[src/core/ldm_pkg.sv]
// shared constants and carrier types for the latched value demultiplexer
`default_nettype none
package ldm_pkg;

  // ==========================================================
  // widths and counts
  localparam int LDM_WORD_W = 16;
  localparam int LDM_NUM_OUTS = 4;
  localparam int LDM_SLOT_W = 2;

  // ==========================================================
  // reset and default values
  localparam logic [LDM_WORD_W-1:0] LDM_OUT_RESET = 16'h0000;
  localparam logic [LDM_WORD_W-1:0] LDM_UNCONNECTED_VALUE = 16'h0000;
  localparam logic [LDM_WORD_W-1:0] LDM_FIRST_INDEX_DEFAULT = 16'h0000;
  localparam logic LDM_RETAIN_DEFAULT = 1'b1;

  // ==========================================================
  // carrier types
  typedef struct packed {
    logic strobe;
    logic addrConnected;
    logic valueConnected;
    logic [LDM_WORD_W-1:0] address;
    logic [LDM_WORD_W-1:0] value;
  } ldm_capture_t;

  typedef logic [LDM_NUM_OUTS-1:0][LDM_WORD_W-1:0] ldm_outs_t;

endpackage

`default_nettype wire

[src/core/ldm_demux.sv]
// latched value demultiplexer: edge-captured integer routed to one of four held outputs
`timescale 1ns/1ps
`default_nettype none

module ldm_demux import ldm_pkg::*; #(
  parameter logic [LDM_WORD_W-1:0] FIRST_INDEX = LDM_FIRST_INDEX_DEFAULT,
  parameter logic RETAIN = LDM_RETAIN_DEFAULT
) (
  input wire logic sys_clk,
  input wire logic rst,
  input wire ldm_capture_t capIn,
  input wire logic powerResume,
  output ldm_outs_t outs_q,
  output logic captureHit_q
);

  // ==========================================================
  // input conditioning
  // kept combinational: every input already shares the clock
  logic [LDM_WORD_W-1:0] addrEff;
  logic [LDM_WORD_W-1:0] valueEff;
  logic [LDM_WORD_W:0] offset;
  logic inRange;
  logic [LDM_SLOT_W-1:0] slot;

  always_comb begin
    addrEff = capIn.addrConnected ? capIn.address : LDM_UNCONNECTED_VALUE;
    valueEff = capIn.valueConnected ? capIn.value : LDM_UNCONNECTED_VALUE;
    // widened so a window near the top of the range cannot wrap
    offset = {1'b0, addrEff} - {1'b0, FIRST_INDEX};
    inRange = (addrEff >= FIRST_INDEX) &&
              (offset < (LDM_WORD_W+1)'(LDM_NUM_OUTS));
    slot = offset[LDM_SLOT_W-1:0];
  end

  // ==========================================================
  // strobe edge detect
  // reset low: a strobe already high at release counts as an edge
  logic strobe_q;
  logic strobe_d;
  logic strobeRise;

  always_comb begin
    strobe_d = capIn.strobe;
    strobeRise = capIn.strobe && !strobe_q;
  end

  always_ff @(posedge sys_clk) begin
    if (rst) begin
      strobe_q <= 1'b0;
    end else begin
      strobe_q <= strobe_d;
    end
  end

  // ==========================================================
  // output latches
  // hit pulse lets cascaded banks be told apart downstream
  ldm_outs_t outs_d;
  logic captureHit_d;
  logic doCapture;

  always_comb begin
    doCapture = strobeRise && inRange;
    outs_d = outs_q;
    if (powerResume && !RETAIN) begin
      for (int k = 0; k < LDM_NUM_OUTS; k++) begin
        outs_d[k] = LDM_OUT_RESET;
      end
    end
    // capture after the clear so a same-cycle write is not lost
    // copy into matching output
    if (doCapture) begin
      outs_d[slot] = valueEff;
    end
    captureHit_d = doCapture;
  end

  always_ff @(posedge sys_clk) begin
    if (rst) begin
      for (int k = 0; k < LDM_NUM_OUTS; k++) begin
        outs_q[k] <= LDM_OUT_RESET;
      end
      captureHit_q <= 1'b0;
    end else begin
      outs_q <= outs_d;
      captureHit_q <= captureHit_d;
    end
  end

  // ==========================================================
  // checks
  // written slot takes the value
  a_capture_writes: assert property (
    @(posedge sys_clk) disable iff (rst)
    (capIn.strobe && !strobe_q && inRange)
      |=> (outs_q[$past(slot)] == $past(valueEff)) && captureHit_q
  ) else $error("captured value missing from addressed output");

  a_single_edge: assert property (
    @(posedge sys_clk) disable iff (rst)
    (capIn.strobe && strobe_q) |=> !captureHit_q
  ) else $error("capture seen without a strobe rising edge");

  for (genvar g = 0; g < LDM_NUM_OUTS; g++) begin : gHold
    a_slot_hold: assert property (
      @(posedge sys_clk) disable iff (rst)
      (!(doCapture && slot == g) && !(powerResume && !RETAIN))
        |=> $stable(outs_q[g])
    ) else $error("output changed without a write to its address");
  end

  // first index maps to slot zero
  a_first_index: assert property (
    @(posedge sys_clk) disable iff (rst)
    (strobeRise && addrEff == FIRST_INDEX)
      |=> outs_q[0] == $past(valueEff)
  ) else $error("first index did not land in first output");

  a_window_only: assert property (
    @(posedge sys_clk) disable iff (rst)
    (strobeRise && !inRange && !(powerResume && !RETAIN))
      |=> $stable(outs_q) && !captureHit_q
  ) else $error("address outside window changed outputs");

  a_resume_policy: assert property (
    @(posedge sys_clk) disable iff (rst)
    (powerResume && !doCapture)
      |=> (RETAIN ? (outs_q == $past(outs_q)) : (outs_q == '0))
  ) else $error("resume did not follow retention option");

  a_unconn_zero: assert property (
    @(posedge sys_clk) disable iff (rst)
    (strobeRise && inRange && !capIn.valueConnected)
      |=> outs_q[$past(slot)] == LDM_OUT_RESET
  ) else $error("unconnected value did not store zero");

  a_reset_clear: assert property (
    @(posedge sys_clk)
    rst |=> (outs_q == '0) && !captureHit_q
  ) else $error("outputs not cleared by reset");

  // ==========================================================
  // checks on edges, hits and window bounds

  a_edge_register: assert property (
    @(posedge sys_clk) disable iff (rst)
    !$past(rst) |-> (strobe_q == $past(capIn.strobe))
  ) else $error("strobe edge register lost a sample");

  a_hit_single: assert property (
    @(posedge sys_clk) disable iff (rst)
    captureHit_q |=> !captureHit_q
  ) else $error("capture hit stood longer than one cycle");

  a_hit_cause: assert property (
    @(posedge sys_clk) disable iff (rst)
    captureHit_q |-> $past(capIn.strobe && !strobe_q && inRange)
  ) else $error("capture hit without an addressed strobe edge");

  a_hit_quiet: assert property (
    @(posedge sys_clk) disable iff (rst)
    !(capIn.strobe && !strobe_q) |=> !captureHit_q
  ) else $error("capture hit without a strobe rising edge");

  a_quiet_hold: assert property (
    @(posedge sys_clk) disable iff (rst)
    (!strobeRise && !(powerResume && !RETAIN)) |=> $stable(outs_q)
  ) else $error("outputs changed without a strobe edge");

  a_unconn_addr: assert property (
    @(posedge sys_clk) disable iff (rst)
    (strobeRise && !capIn.addrConnected)
      |=> captureHit_q == (FIRST_INDEX == LDM_UNCONNECTED_VALUE)
  ) else $error("unconnected address not taken as zero");

  a_last_index: assert property (
    @(posedge sys_clk) disable iff (rst)
    (strobeRise &&
     ({1'b0, addrEff} == {1'b0, FIRST_INDEX} + (LDM_WORD_W+1)'(LDM_NUM_OUTS-1)))
      |=> outs_q[LDM_NUM_OUTS-1] == $past(valueEff)
  ) else $error("top window address did not land in last output");

  a_above_window: assert property (
    @(posedge sys_clk) disable iff (rst)
    (strobeRise &&
     ({1'b0, addrEff} >= {1'b0, FIRST_INDEX} + (LDM_WORD_W+1)'(LDM_NUM_OUTS)))
      |=> !captureHit_q
  ) else $error("address above window was captured");

  a_below_window: assert property (
    @(posedge sys_clk) disable iff (rst)
    (strobeRise && (addrEff < FIRST_INDEX)) |=> !captureHit_q
  ) else $error("address below window was captured");

endmodule

`default_nettype wire

[config.mk]
export PLATFORM = sky130hd
export DESIGN_NAME = ldm_demux
export DESIGN_NICKNAME = d
export VERILOG_FILES = /design/src/core/ldm_pkg.sv /design/src/core/ldm_demux.sv
export SDC_FILE = /design/constraint.sdc
export NUM_CORES = 1
export LEC_CHECK = 0
export BUFFER_PORTS_ARGS = -buffer_cell sky130_fd_sc_hd__buf_2
export CORE_MARGIN = 2
export CORE_UTILIZATION = 45
export CTS_BUF_LIST = sky130_fd_sc_hd__clkbuf_16
export DETAILED_ROUTE_END_ITERATION = 10
export GPL_TIMING_DRIVEN = 0
export HOLD_SLACK_MARGIN = 0.03
export MAX_ROUTING_LAYER = met4
export PLACE_DENSITY = 0.79
export SYNTH_ARGS = -nofsm -noshare
export SYNTH_HDL_FRONTEND = slang
export SYNTH_SLANG_ARGS = --single-unit
[constraint.sdc]
create_clock -name sys_clk -period 1.9 [get_ports sys_clk]
set_input_delay 0 -clock sys_clk [delete_from_list [all_inputs] [get_ports sys_clk]]
set_output_delay 0 -clock sys_clk [all_outputs]
set_load 0.05 [all_outputs]
-- After elaboration in Yosys (flattened, before gate mapping)
Index checks and enable logic that the tools add are counted.
W data, S select, Z words.
- register bits: 66
- latch bits: 0
- bits in writable memories: 0
- memory bits (read-only): 0
- bits of input ports: 38
- output and inout port bits: 65
- word-level logic and storage cells: 20
- memories kept: 0
- $add $sub $neg: 0
- multipliers: 0
- divide/modulo/power cells: 0
- order comparisons: 4
- eq/ne operators: 0
- shift operators: 0
- muxes and demuxes: 5
- bitwise operators: 0
- reduce and logical (&&, ||, !) cells: 5
- operators by type and width (cell ; count):
    $bwmux W64 ; 1
    $mux W16 ; 3
    $demux W16 S2 ; 1
    $ge A16 B1 Y1 const B ; 1
    $lt A16 B3 Y1 const B ; 1
    $logic_and A1 B1 Y1 ; 4
    $lt A2 B3 Y1 const B ; 1
    $ge A2 B1 Y1 const B ; 1
    $logic_not A1 Y1 ; 1

-- Depth between registers and ports, before layout
Gate-level depths: netlist (run 1).
- word-level depth: 6
- mapped depth: 6
- depth with buffers taken out: 4

-- Worst setup path before layout (run 1)
No wires, ideal clock.
- kind: register to register
- from: register strobe_q
- to: register outs_q[10] in the netlist's numbering
- library setup time: 59 ps
- data arrival time: 1313 ps
- required time: 1841 ps
- path slack: 527 ps
- stages on the path, launching flop included: 6
- buffers on the path: 1
- period minus slack after synthesis: 1373 ps
- cell sequence: dfxtp_1 and4bb_2 nand2_1 o41ai_4 buf_6 a22o_2
- cells in the longest elaborated chain, start to end: 3
- RTL lines (element ; line ; text):
    from (decl) ; ldm_demux.sv:39 ; logic strobe_q;
    from (signal assigned) ; ldm_demux.sv:52 ; strobe_q <= strobe_d;
    $logic_not A1 Y1 ; ldm_demux.sv:45 ; strobeRise = capIn.strobe && !strobe_q;
    $logic_and A1 B1 Y1 ; ldm_demux.sv:45 ;
    $logic_and A1 B1 Y1 ; ldm_demux.sv:64 ; doCapture = strobeRise && inRange;
    to (signal assigned) ; ldm_demux.sv:86 ; outs_q <= outs_d;
    to (decl) ; ldm_demux.sv:13 ; output ldm_outs_t outs_q,
No other way between the ends.
A chain may end at the register's enable or synchronous reset.

==> impl_metrics.json, run 1 <==
{
  "grt_usage_pct": 22.5,
  "overflow": 0,
  "ys.warnings.count": 0,
  "drtIter0Drc": 98,
  "crit_chain": "dlygate4sd3_1 > buf_2 > inv_1 > clkbuf_1 > buf_1 > nand3_1 > mux2i_1",
  "gr-usage-met1_pct": 25.3,
  "path_class": "in2reg",
  "slowest_stage": "dlygate4sd3_1",
  "htree_levels": 3,
  "crit_path_start_kind": "primary input",
  "outcome": "finished clean",
  "drc": 0,
  "postSynthCellCount": 233,
  "postSynthAreaPerCell_um2": 11.0,
  "crit_fanout": 10,
  "regArea_mm2": 0.00132,
  "fin_util_pct": 65.5,
  "die_h_um": 79.4,
  "min_delay_path_depth": 3,
  "post-dp-hpwl_um": 4700,
  "drive_above_1_share_pct": 37.0,
  "grt_max_degree": 11,
  "rr_worst_depth": 5,
  "drtPass1Iterations": 6,
  "final.setup_skew_ns": 0.00525,
  "rsz0062_at_grt": "no",
  "cts_tree": "yes",
  "fin_cells": 440,
  "dp.cells": 405,
  "ant_nets": 0,
  "fmax_mhz": 586,
  "cts_resized": 0,
  "crit_path_end_kind": "flip-flop",
  "setup_tns_ns": 0,
  "gp_congestion": 0.772,
  "worst_pin_slew_ns": 0.567,
  "r2r-end": "outs_q[14]",
  "synthesis.area_mm2": 0.00256,
  "core-area_mm2": 0.00551,
  "power_density_mw_per_mm2": 849,
  "nets": 402,
  "vias_per_cell": 5.06,
  "min_to": "outs_q[31]",
  "antennaDiodeCount": 0,
  "crit_arrival_ns": 1.96,
  "min_period_ns": 1.71,
  "num_rows": 27,
  "clkTransAtPathRegs_ns": 0.05,
  "cts.sinks": 66,
  "met2_usage_pct": 38.4,
  "cp.buffers_inverters": 5,
  "clock_path_buffers": 2,
  "timing.hold.worst.class": "in2reg",
  "finalPower_uw": 3060,
  "period_share_pct": 89.8,
  "cp.required_ns": 2.15,
  "grt_pass1_wl_um": 10400,
  "critical_path.top_delay_family": "buffers and inverters",
  "pin_count": 103,
  "leakagePower_uw": 0.00195,
  "routed_wl_um": 6540,
  "max_slew_margin_pct": 62.1,
  "worst-r2r-setup-slack_ns": 0.28,
  "first_global_vias": 2258,
  "cts_setup_buffers": 0,
  "finalHoldViolations": 0,
  "synth_cell_type_count": 29,
  "wl_per_cell_um": 14.9,
  "grt.busiest_layer": "met2",
  "port-buffer-count": 100,
  "slew_viol_final": 0,
  "cts_buffers": 9,
  "cts.root.buffer_cell": "clkbuf_16",
  "synth.net_count": 271,
  "cap_violations": 0,
  "area_growth_pct": 40.7,
  "setup_violations": 0,
  "start_util_pct": 46.5,
  "fill_cells": 437,
  "min_from": "capIn[32]",
  "fp.dieW_um": 79.4,
  "max-vdd-ir-drop_mv": 0.611,
  "vias": 2225,
  "synth_seq_cells": 66,
  "clk_latency_ns": 0.33,
  "multi_input_area_mm2": 0.00111,
  "die-area_mm2": 0.00631,
  "rr_startpoint": "strobe_q",
  "ys_seq_area_share_pct": 51.6,
  "grt_antenna_before_repair": 0,
  "grtUsageMet3_pct": 3.96,
  "cpPeakStageDelay_ns": 0.53
}
## registers in the layout (all words and copies together), names as in the netlist
register / flops
captureHit_q: 1
outs_q: 64
strobe_q: 1
## tightest hold or removal path: cells and delay by family
kind,cells,cell delay [ns]
and+or+nand+nor,1,0.12
buffers and inverters,1,0.15
muxes,1,0.08
## cells by family after synthesis
logic type      synth area share (%)
simple gates                    16.6
flops                           51.6
mux                             18.8
compound gates                  7.96
buf+inv                         5.08
## how the worst max path moves through the flow
stage          cells past startpoint          to      start  slack [ns]
3_5_place_dp                       6   outs_q[9]  capIn[26]        0.32
2_1_floorplan                      5  outs_q[10]   strobe_q        0.53
3_3_place_gp                       5  outs_q[13]   strobe_q        0.36
6_report                           7  outs_q[32]        rst        0.19
4_1_cts                            7  outs_q[48]        rst        0.16
5_1_grt                            7  outs_q[48]        rst        0.04
## metal layers
layer | share of wire (%) | vias up | wire length, um
met2 | 51 | 81 | 3340
met1 | 42 | 1053 | 2730
met4 | 1.4 | 0 | 91
li1 | - | 1082 | -
met5 | 0 | - | 0
met3 | 5.9 | 9 | 389
## timing repair
item                                    in CTS  in global routing
endpoints found under the setup margin       0                  0
endpoints found under the hold margin       21                  0
hold buffers                                20                  0
## cell usage in the layout (no fill, tap or decap), types with 6 or more instances in the layout
cell / Yosys / layout
buf_2: 1 / 101
dfxtp_1: 66 / 66
nand2_1: 49 / 49
mux2i_1: 48 / 48
dlygate4sd3_1: 0 / 20
nand3_1: 16 / 16
a22o_1: 9 / 9
clkbuf_16: 0 / 9
clkbuf_1: 7 / 7
a22o_2: 7 / 7
buf_6: 6 / 6
## final cells by class
class / instances / area share [%]
multi-input combinational: 149 / 30.8
sequential: 66 / 36.7
buffer: 16 / 3.40
clock inverter: 6 / 0.764
timing repair buffer: 120 / 19.4
clock buffer: 9 / 6.25
tap: 72 / 2.50
inverter: 2 / 0.208
## stage by stage
step	hold slack, ns	instance area [um^2]	setup slack (ns)
after floorplan	0.0667	2560	0.527
after global placement	0.205	3150	0.363
after detailed placement	0.211	3150	0.315
after CTS	0.0731	3600	0.157
after global routing	0.109	3600	0.0426
final	0.0829	3600	0.193
## Yosys cell counts, drive strengths merged
| cell type | instances | area (um^2) |
|---|---|---|
| a2111oi | 1 | 8.76 |
| a21oi | 1 | 5.00 |
| a22o | 16 | 149 |
| a31o | 1 | 8.76 |
| and3 | 2 | 18.8 |
| and4bb | 1 | 12.5 |
| buf | 9 | 96.3 |
| clkbuf | 7 | 26.3 |
| dfxtp | 66 | 1320 |
| inv | 2 | 7.51 |
| mux2i | 48 | 480 |
| nand2 | 49 | 184 |
| nand2b | 1 | 6.26 |
| nand3 | 17 | 90.1 |
| nand4 | 2 | 27.5 |
| nand4b | 2 | 17.5 |
| nor2 | 2 | 7.51 |
| nor2b | 1 | 6.26 |
| nor4 | 3 | 55.1 |
| o21ai | 1 | 5.00 |
| o41ai | 1 | 27.5 |
## where the power goes
part | switching [uW] | internal [uW]
registers | 7.52 | 1400
clock network | 556 | 852
logic | 150 | 95.4
total | 713 | 2350
(Power assumes the default switching activity.)
==> run 2, diff against run 1 <==
--- a/config.mk
+++ b/config.mk
@@ -14,6 +14,7 @@
 export HOLD_SLACK_MARGIN = 0.03
 export MAX_ROUTING_LAYER = met4
 export PLACE_DENSITY = 0.79
+export RECOVER_POWER = 50
 export SYNTH_ARGS = -nofsm -noshare
 export SYNTH_HDL_FRONTEND = slang
 export SYNTH_SLANG_ARGS = --single-unit
==> run 2 against run 1 <==
Final area fell by 2.3%. Sequential power is essentially flat. Fmax is 0.68% lower. Die area unchanged. Worst hold slack better by 0.0011 ns. Wire length rose by 1.1%. Utilization shrank 1.5 points.
==> impl_metrics.json, run 2 (same netlist as run 1, synthesis figures left out) <==
{
  "outcome": "finished clean",
  "cts.root.buffer_cell": "clkbuf_16",
  "cp.required_ns": 2.15,
  "cts_buffers": 9,
  "cpPeakStageDelay_ns": 0.53,
  "worst_pin_slew_ns": 0.639,
  "cts_tree": "yes",
  "nets": 402,
  "fp.dieW_um": 79.4,
  "crit_chain": "dlygate4sd3_1 > buf_2 > inv_1 > clkbuf_1 > buf_1 > nand3_1 > mux2i_1",
  "first_global_vias": 2258,
  "largest_reg_flops": 64,
  "die-area_mm2": 0.00631,
  "grt_max_degree": 11,
  "ant_nets": 0,
  "mostFrequentLayoutCells": "clkbuf_1, dfxtp_1, nand2_1",
  "fmax_mhz": 582,
  "cts-hold-fix-buffers": 20,
  "drive_above_1_share_pct": 19.3,
  "timing.hold.worst.class": "in2reg",
  "drtPass1Iterations": 4,
  "wl_per_cell_um": 15.0,
  "grt_pass1_wl_um": 10400,
  "vias_per_cell": 5.02,
  "core-area_mm2": 0.00551,
  "reg_top3": "outs_q x64, captureHit_q x1, strobe_q x1",
  "routed_wl_um": 6610,
  "fill_cells": 484,
  "drc": 0,
  "clock_path_buffers": 2,
  "vias": 2210,
  "antennaDiodeCount": 0,
  "cts.sinks": 66,
  "slew_viol_final": 0,
  "clkTransAtPathRegs_ns": 0.05,
  "setup_tns_ns": 0,
  "crit_path_end_kind": "flip-flop",
  "overflow": 0,
  "crit_fanout": 10,
  "largest_register": "outs_q",
  "max_slew_margin_pct": 57.6,
  "leakagePower_uw": 0.00167,
  "gp_congestion": 0.772,
  "period_share_pct": 90.5,
  "setup_violations": 0,
  "grt_usage_pct": 22.5,
  "post-dp-hpwl_um": 4700,
  "crit_path_start_kind": "primary input",
  "area_growth_pct": 37.6,
  "pin_count": 103,
  "final.setup_skew_ns": 0.00390,
  "fin_cells": 440,
  "cts_resized": 0,
  "slowest_stage": "dlygate4sd3_1",
  "mostFrequentLayoutCell": "clkbuf_1",
  "cts_setup_buffers": 0,
  "die_h_um": 79.4,
  "grt_antenna_before_repair": 0,
  "max-vdd-ir-drop_mv": 0.611,
  "min_period_ns": 1.72,
  "start_util_pct": 46.5,
  "cap_violations": 0,
  "htree_levels": 3,
  "dp.cells": 405,
  "finalHoldViolations": 0,
  "num_rows": 27,
  "power_density_mw_per_mm2": 868,
  "regArea_mm2": 0.00132,
  "drtIter0Drc": 76,
  "multi_input_area_mm2": 0.00111,
  "path_class": "in2reg",
  "crit_arrival_ns": 1.97,
  "port-buffer-count": 100,
  "clk_latency_ns": 0.33,
  "rsz0062_at_grt": "no"
}
-- run 2: cell type report --
cell class                      count  share of cell area [%]
Tap cell                           72                    2.56
Timing Repair Buffer              120                    17.6
Clock inverter                      6                   0.781
Sequential cell                    66                    37.5
Clock buffer                        9                    6.39
Inverter                            2                   0.213
Buffer                             16                    3.48
Multi-Input combinational cell    149                    31.5
-- run 2: critical path, delay by kind of cell --
kind / cells / cell delay (ns)
simple gates: 1 / 0.24
buf+inv: 5 / 1.54
mux: 1 / 0.18
-- run 2: path summary, 6_finish.rpt --
path                    from          to  slack [ns]  cells past startpoint
setup / recovery         rst  outs_q[32]        0.18                      7
hold / removal     capIn[32]  outs_q[31]        0.08                      3
setup reg to reg    strobe_q  outs_q[14]        0.29                      5
hold reg to reg   outs_q[17]  outs_q[17]        0.45                      2
-- run 2: routing by layer --
metal	GRT usage [%]	wire (um)	vias to the layer above
li1	-	-	1079
met1	25.3	2780	1048
met2	38.4	3340	73
met3	3.96	376	10
met4	11.0	116	0
met5	-	0	-
-- run 2: power breakdown --
part           internal (uW)  switching (uW)
Sequential              1400            7.94
Combinational           91.6             150
Clock                    852             556
-- run 2: metrics by stage --
step	power, uW	hold slack [ns]	area (um^2)	setup slack (ns)	utilization (%)
final	3060	0.0840	3520	0.181	64.0
after global routing	3130	0.109	3520	0.0426	64.0
after CTS	3080	0.0731	3600	0.157	65.5
after detailed placement	1650	0.211	3150	0.315	57.2
after global placement	1640	0.205	3150	0.363	57.2
after floorplan	1560	0.0667	2560	0.527	-
==> run 3, diff against run 2 <==
--- a/config.mk
+++ b/config.mk
@@ -5,6 +5,7 @@
 export SDC_FILE = /design/constraint.sdc
 export NUM_CORES = 1
 export LEC_CHECK = 0
+export ABC_AREA = 1
 export BUFFER_PORTS_ARGS = -buffer_cell sky130_fd_sc_hd__buf_2
 export CORE_MARGIN = 2
 export CORE_UTILIZATION = 45
@@ -13,7 +14,7 @@
 export GPL_TIMING_DRIVEN = 0
 export HOLD_SLACK_MARGIN = 0.03
 export MAX_ROUTING_LAYER = met4
-export PLACE_DENSITY = 0.79
+export PLACE_DENSITY = 0.77
 export RECOVER_POWER = 50
 export SYNTH_ARGS = -nofsm -noshare
 export SYNTH_HDL_FRONTEND = slang
==> run 3 against run 2 <==
Largest cell class unchanged. Fmax rose by 12%. Non-clock buffer count fell by 13. The flow now finishes with violations (design-rule violations). Combinational power rose by 69%. Critical path type unchanged. Cell count rose by 53%. Sequential share of layout area fell by 2.9 points. Area after synthesis rose by 18%.
==> impl_metrics.json, run 3 <==
{
  "grtUsageMet3_pct": 5.49,
  "fill_cells": 634,
  "cts_buffers": 9,
  "clkTransAtPathRegs_ns": 0.06,
  "crit_arrival_ns": 1.75,
  "min_period_ns": 1.53,
  "crit_path_start_kind": "primary input",
  "crit_fanout": 10,
  "dp_slack_ns": 0.454,
  "ant_nets": 0,
  "cp.required_ns": 2.12,
  "leakagePower_uw": 0.00214,
  "cts.sinks": 66,
  "synth.net_count": 518,
  "final.setup_skew_ns": 0.00397,
  "synth_cell_type_count": 16,
  "port-buffer-count": 100,
  "fmax_mhz": 654,
  "synth.area.top_cells": "dfxtp_1, nand2_1, nor2_1",
  "largest_reg_flops": 64,
  "multi_input_area_mm2": 0.00121,
  "grt_pass1_wl_um": 13000,
  "worst_pin_slew_ns": 0.639,
  "outcome": "finished with violations",
  "drtPass1Iterations": 9,
  "grt_usage_pct": 23.2,
  "core-area_mm2": 0.00642,
  "place_area_mm2": 0.00361,
  "grt.busiest_layer": "met2",
  "routed_wl_um": 8110,
  "num_rows": 29,
  "vias": 3055,
  "setup_ws_ns": 0.370,
  "synth_most_common_cell": "nand2_1",
  "postSynthAreaPerCell_um2": 6.28,
  "start_util_pct": 47.0,
  "htree_levels": 3,
  "grt_max_degree": 12,
  "max-vdd-ir-drop_mv": 0.441,
  "reg_top3": "outs_q x64, captureHit_q x1, strobe_q x1",
  "synth_top_area_cell": "dfxtp_1",
  "drtIter0Drc": 181,
  "ys_async_sr_fraction_pct": 0,
  "max_slew_margin_pct": 57.6,
  "grt_antenna_before_repair": 0,
  "post-dp-hpwl_um": 5870,
  "overflow": 0,
  "first_global_vias": 2847,
  "synth.cells.most_frequent": "nand2_1, nor2_1, inv_1, dfxtp_1, nand4_1",
  "rsz0062_at_grt": "no",
  "cts_tree": "yes",
  "largest_register": "outs_q",
  "gr-usage-met1_pct": 29.8,
  "cts_setup_buffers": 0,
  "synthFlopType": "dfxtp_1",
  "pin_count": 103,
  "postSynthCellCount": 480,
  "die_h_um": 85.9,
  "slew_viol_final": 0,
  "clk_latency_ns": 0.33,
  "path_class": "in2reg",
  "nets": 631,
  "fp.dieW_um": 85.9,
  "wl_per_cell_um": 12.0,
  "hold_ws_ns": 0.0828,
  "yosysTopAreaCellShare_pct": 43.8,
  "violations": "design-rule violations",
  "regArea_mm2": 0.00132,
  "setup_violations": 0,
  "cts.root.buffer_cell": "clkbuf_16",
  "vias_per_cell": 4.53,
  "period_share_pct": 80.5,
  "area_growth_pct": 26.5,
  "setup_tns_ns": 0,
  "drive_above_1_share_pct": 11.7,
  "timing.hold.worst.class": "in2reg",
  "final_area_mm2": 0.00381,
  "synthesis.area_mm2": 0.00302,
  "antennaDiodeCount": 0,
  "fin_util_pct": 59.4,
  "synth_seq_cells": 66,
  "power_density_mw_per_mm2": 867,
  "crit_path_end_kind": "flip-flop",
  "die-area_mm2": 0.00737,
  "ys_seq_area_share_pct": 43.8,
  "met2_usage_pct": 35.9,
  "mostFrequentLayoutCells": "nand2_1, nor2_1, inv_1",
  "drc": 10,
  "cap_violations": 0,
  "mostFrequentLayoutCell": "nand2_1",
  "clock_path_buffers": 2,
  "ys.warnings.count": 0,
  "finalHoldViolations": 0,
  "synth_edf_count": 0,
  "gp_congestion": 0.824
}
## run 3: cell types whose count changed after synthesis, moves of 4 or more
cell	delta
a22o_2	-7
mux2i_1	-48
nand2_1	+102
inv_1	+90
buf_2	+4
a22o_1	-9
nand4_1	+12
nand3_1	-16
nor2_1	+125
## run 3: layout make-up
cell class / count / share of cell area, %
multi-input cells: 300 / 31.6
repair buffers: 102 / 11.5
plain buffers: 21 / 3.61
flip-flops and latches: 66 / 34.6
clock buffers: 9 / 5.90
well taps: 77 / 2.53
inverters: 93 / 9.15
clock inverters: 7 / 0.984
## run 3: logic make-up after synthesis
family,Yosys count,share of synthesized area (%)
buffers and inverters,114,16.1
AND/OR/NAND/NOR,299,39.9
flip-flops,66,43.8
AO/OA/AOI/OAI,1,0.166
## run 3: stage by stage
stage | cells | total power (uW)
finish | 675 | 3310
global route | 675 | 3430
CTS | 675 | 3330
detailed placement | 657 | 1880
global placement | 657 | 1880
floorplan | 480 | 1760
## run 3: worst paths after layout
| kind | slack, ns | start | to | cells past startpoint |
|---|---|---|---|---|
| max | 0.37 | capIn[34] | outs_q[4] | 9 |
| min | 0.08 | capIn[1] | outs_q[1] | 5 |
| max reg2reg | 0.38 | strobe_q | outs_q[4] | 6 |
| min reg2reg | 0.51 | outs_q[10] | outs_q[10] | 4 |
## run 3: critical path: stages
cell           delay, ns
dlygate4sd3_1       0.52
buf_2               0.09
inv_1               0.04
nor2_2              0.41
nand3_2             0.17
buf_6               0.18
buf_6               0.14
nor2_1              0.12
nor2_1              0.06
## run 3: per-layer routing
metal | vias to the layer above | routed length, um
met3 | 17 | 650
met2 | 128 | 3670
met5 | - | 0
met1 | 1310 | 3640
met4 | 0 | 151
li1 | 1600 | -
## run 3: power by group
group	total (uW)	switching [uW]	internal [uW]	leakage [uW]
Combinational	407	304	103	0.00148
Sequential	1440	20.1	1420	0.000535
Clock	1460	594	864	0.000130
## run 3: what timing repair did
item,in CTS,in global routing
hold buffers,2,0
setup endpoints to repair,0,0
endpoints found under the hold margin,6,0
gates resized for setup,0,0
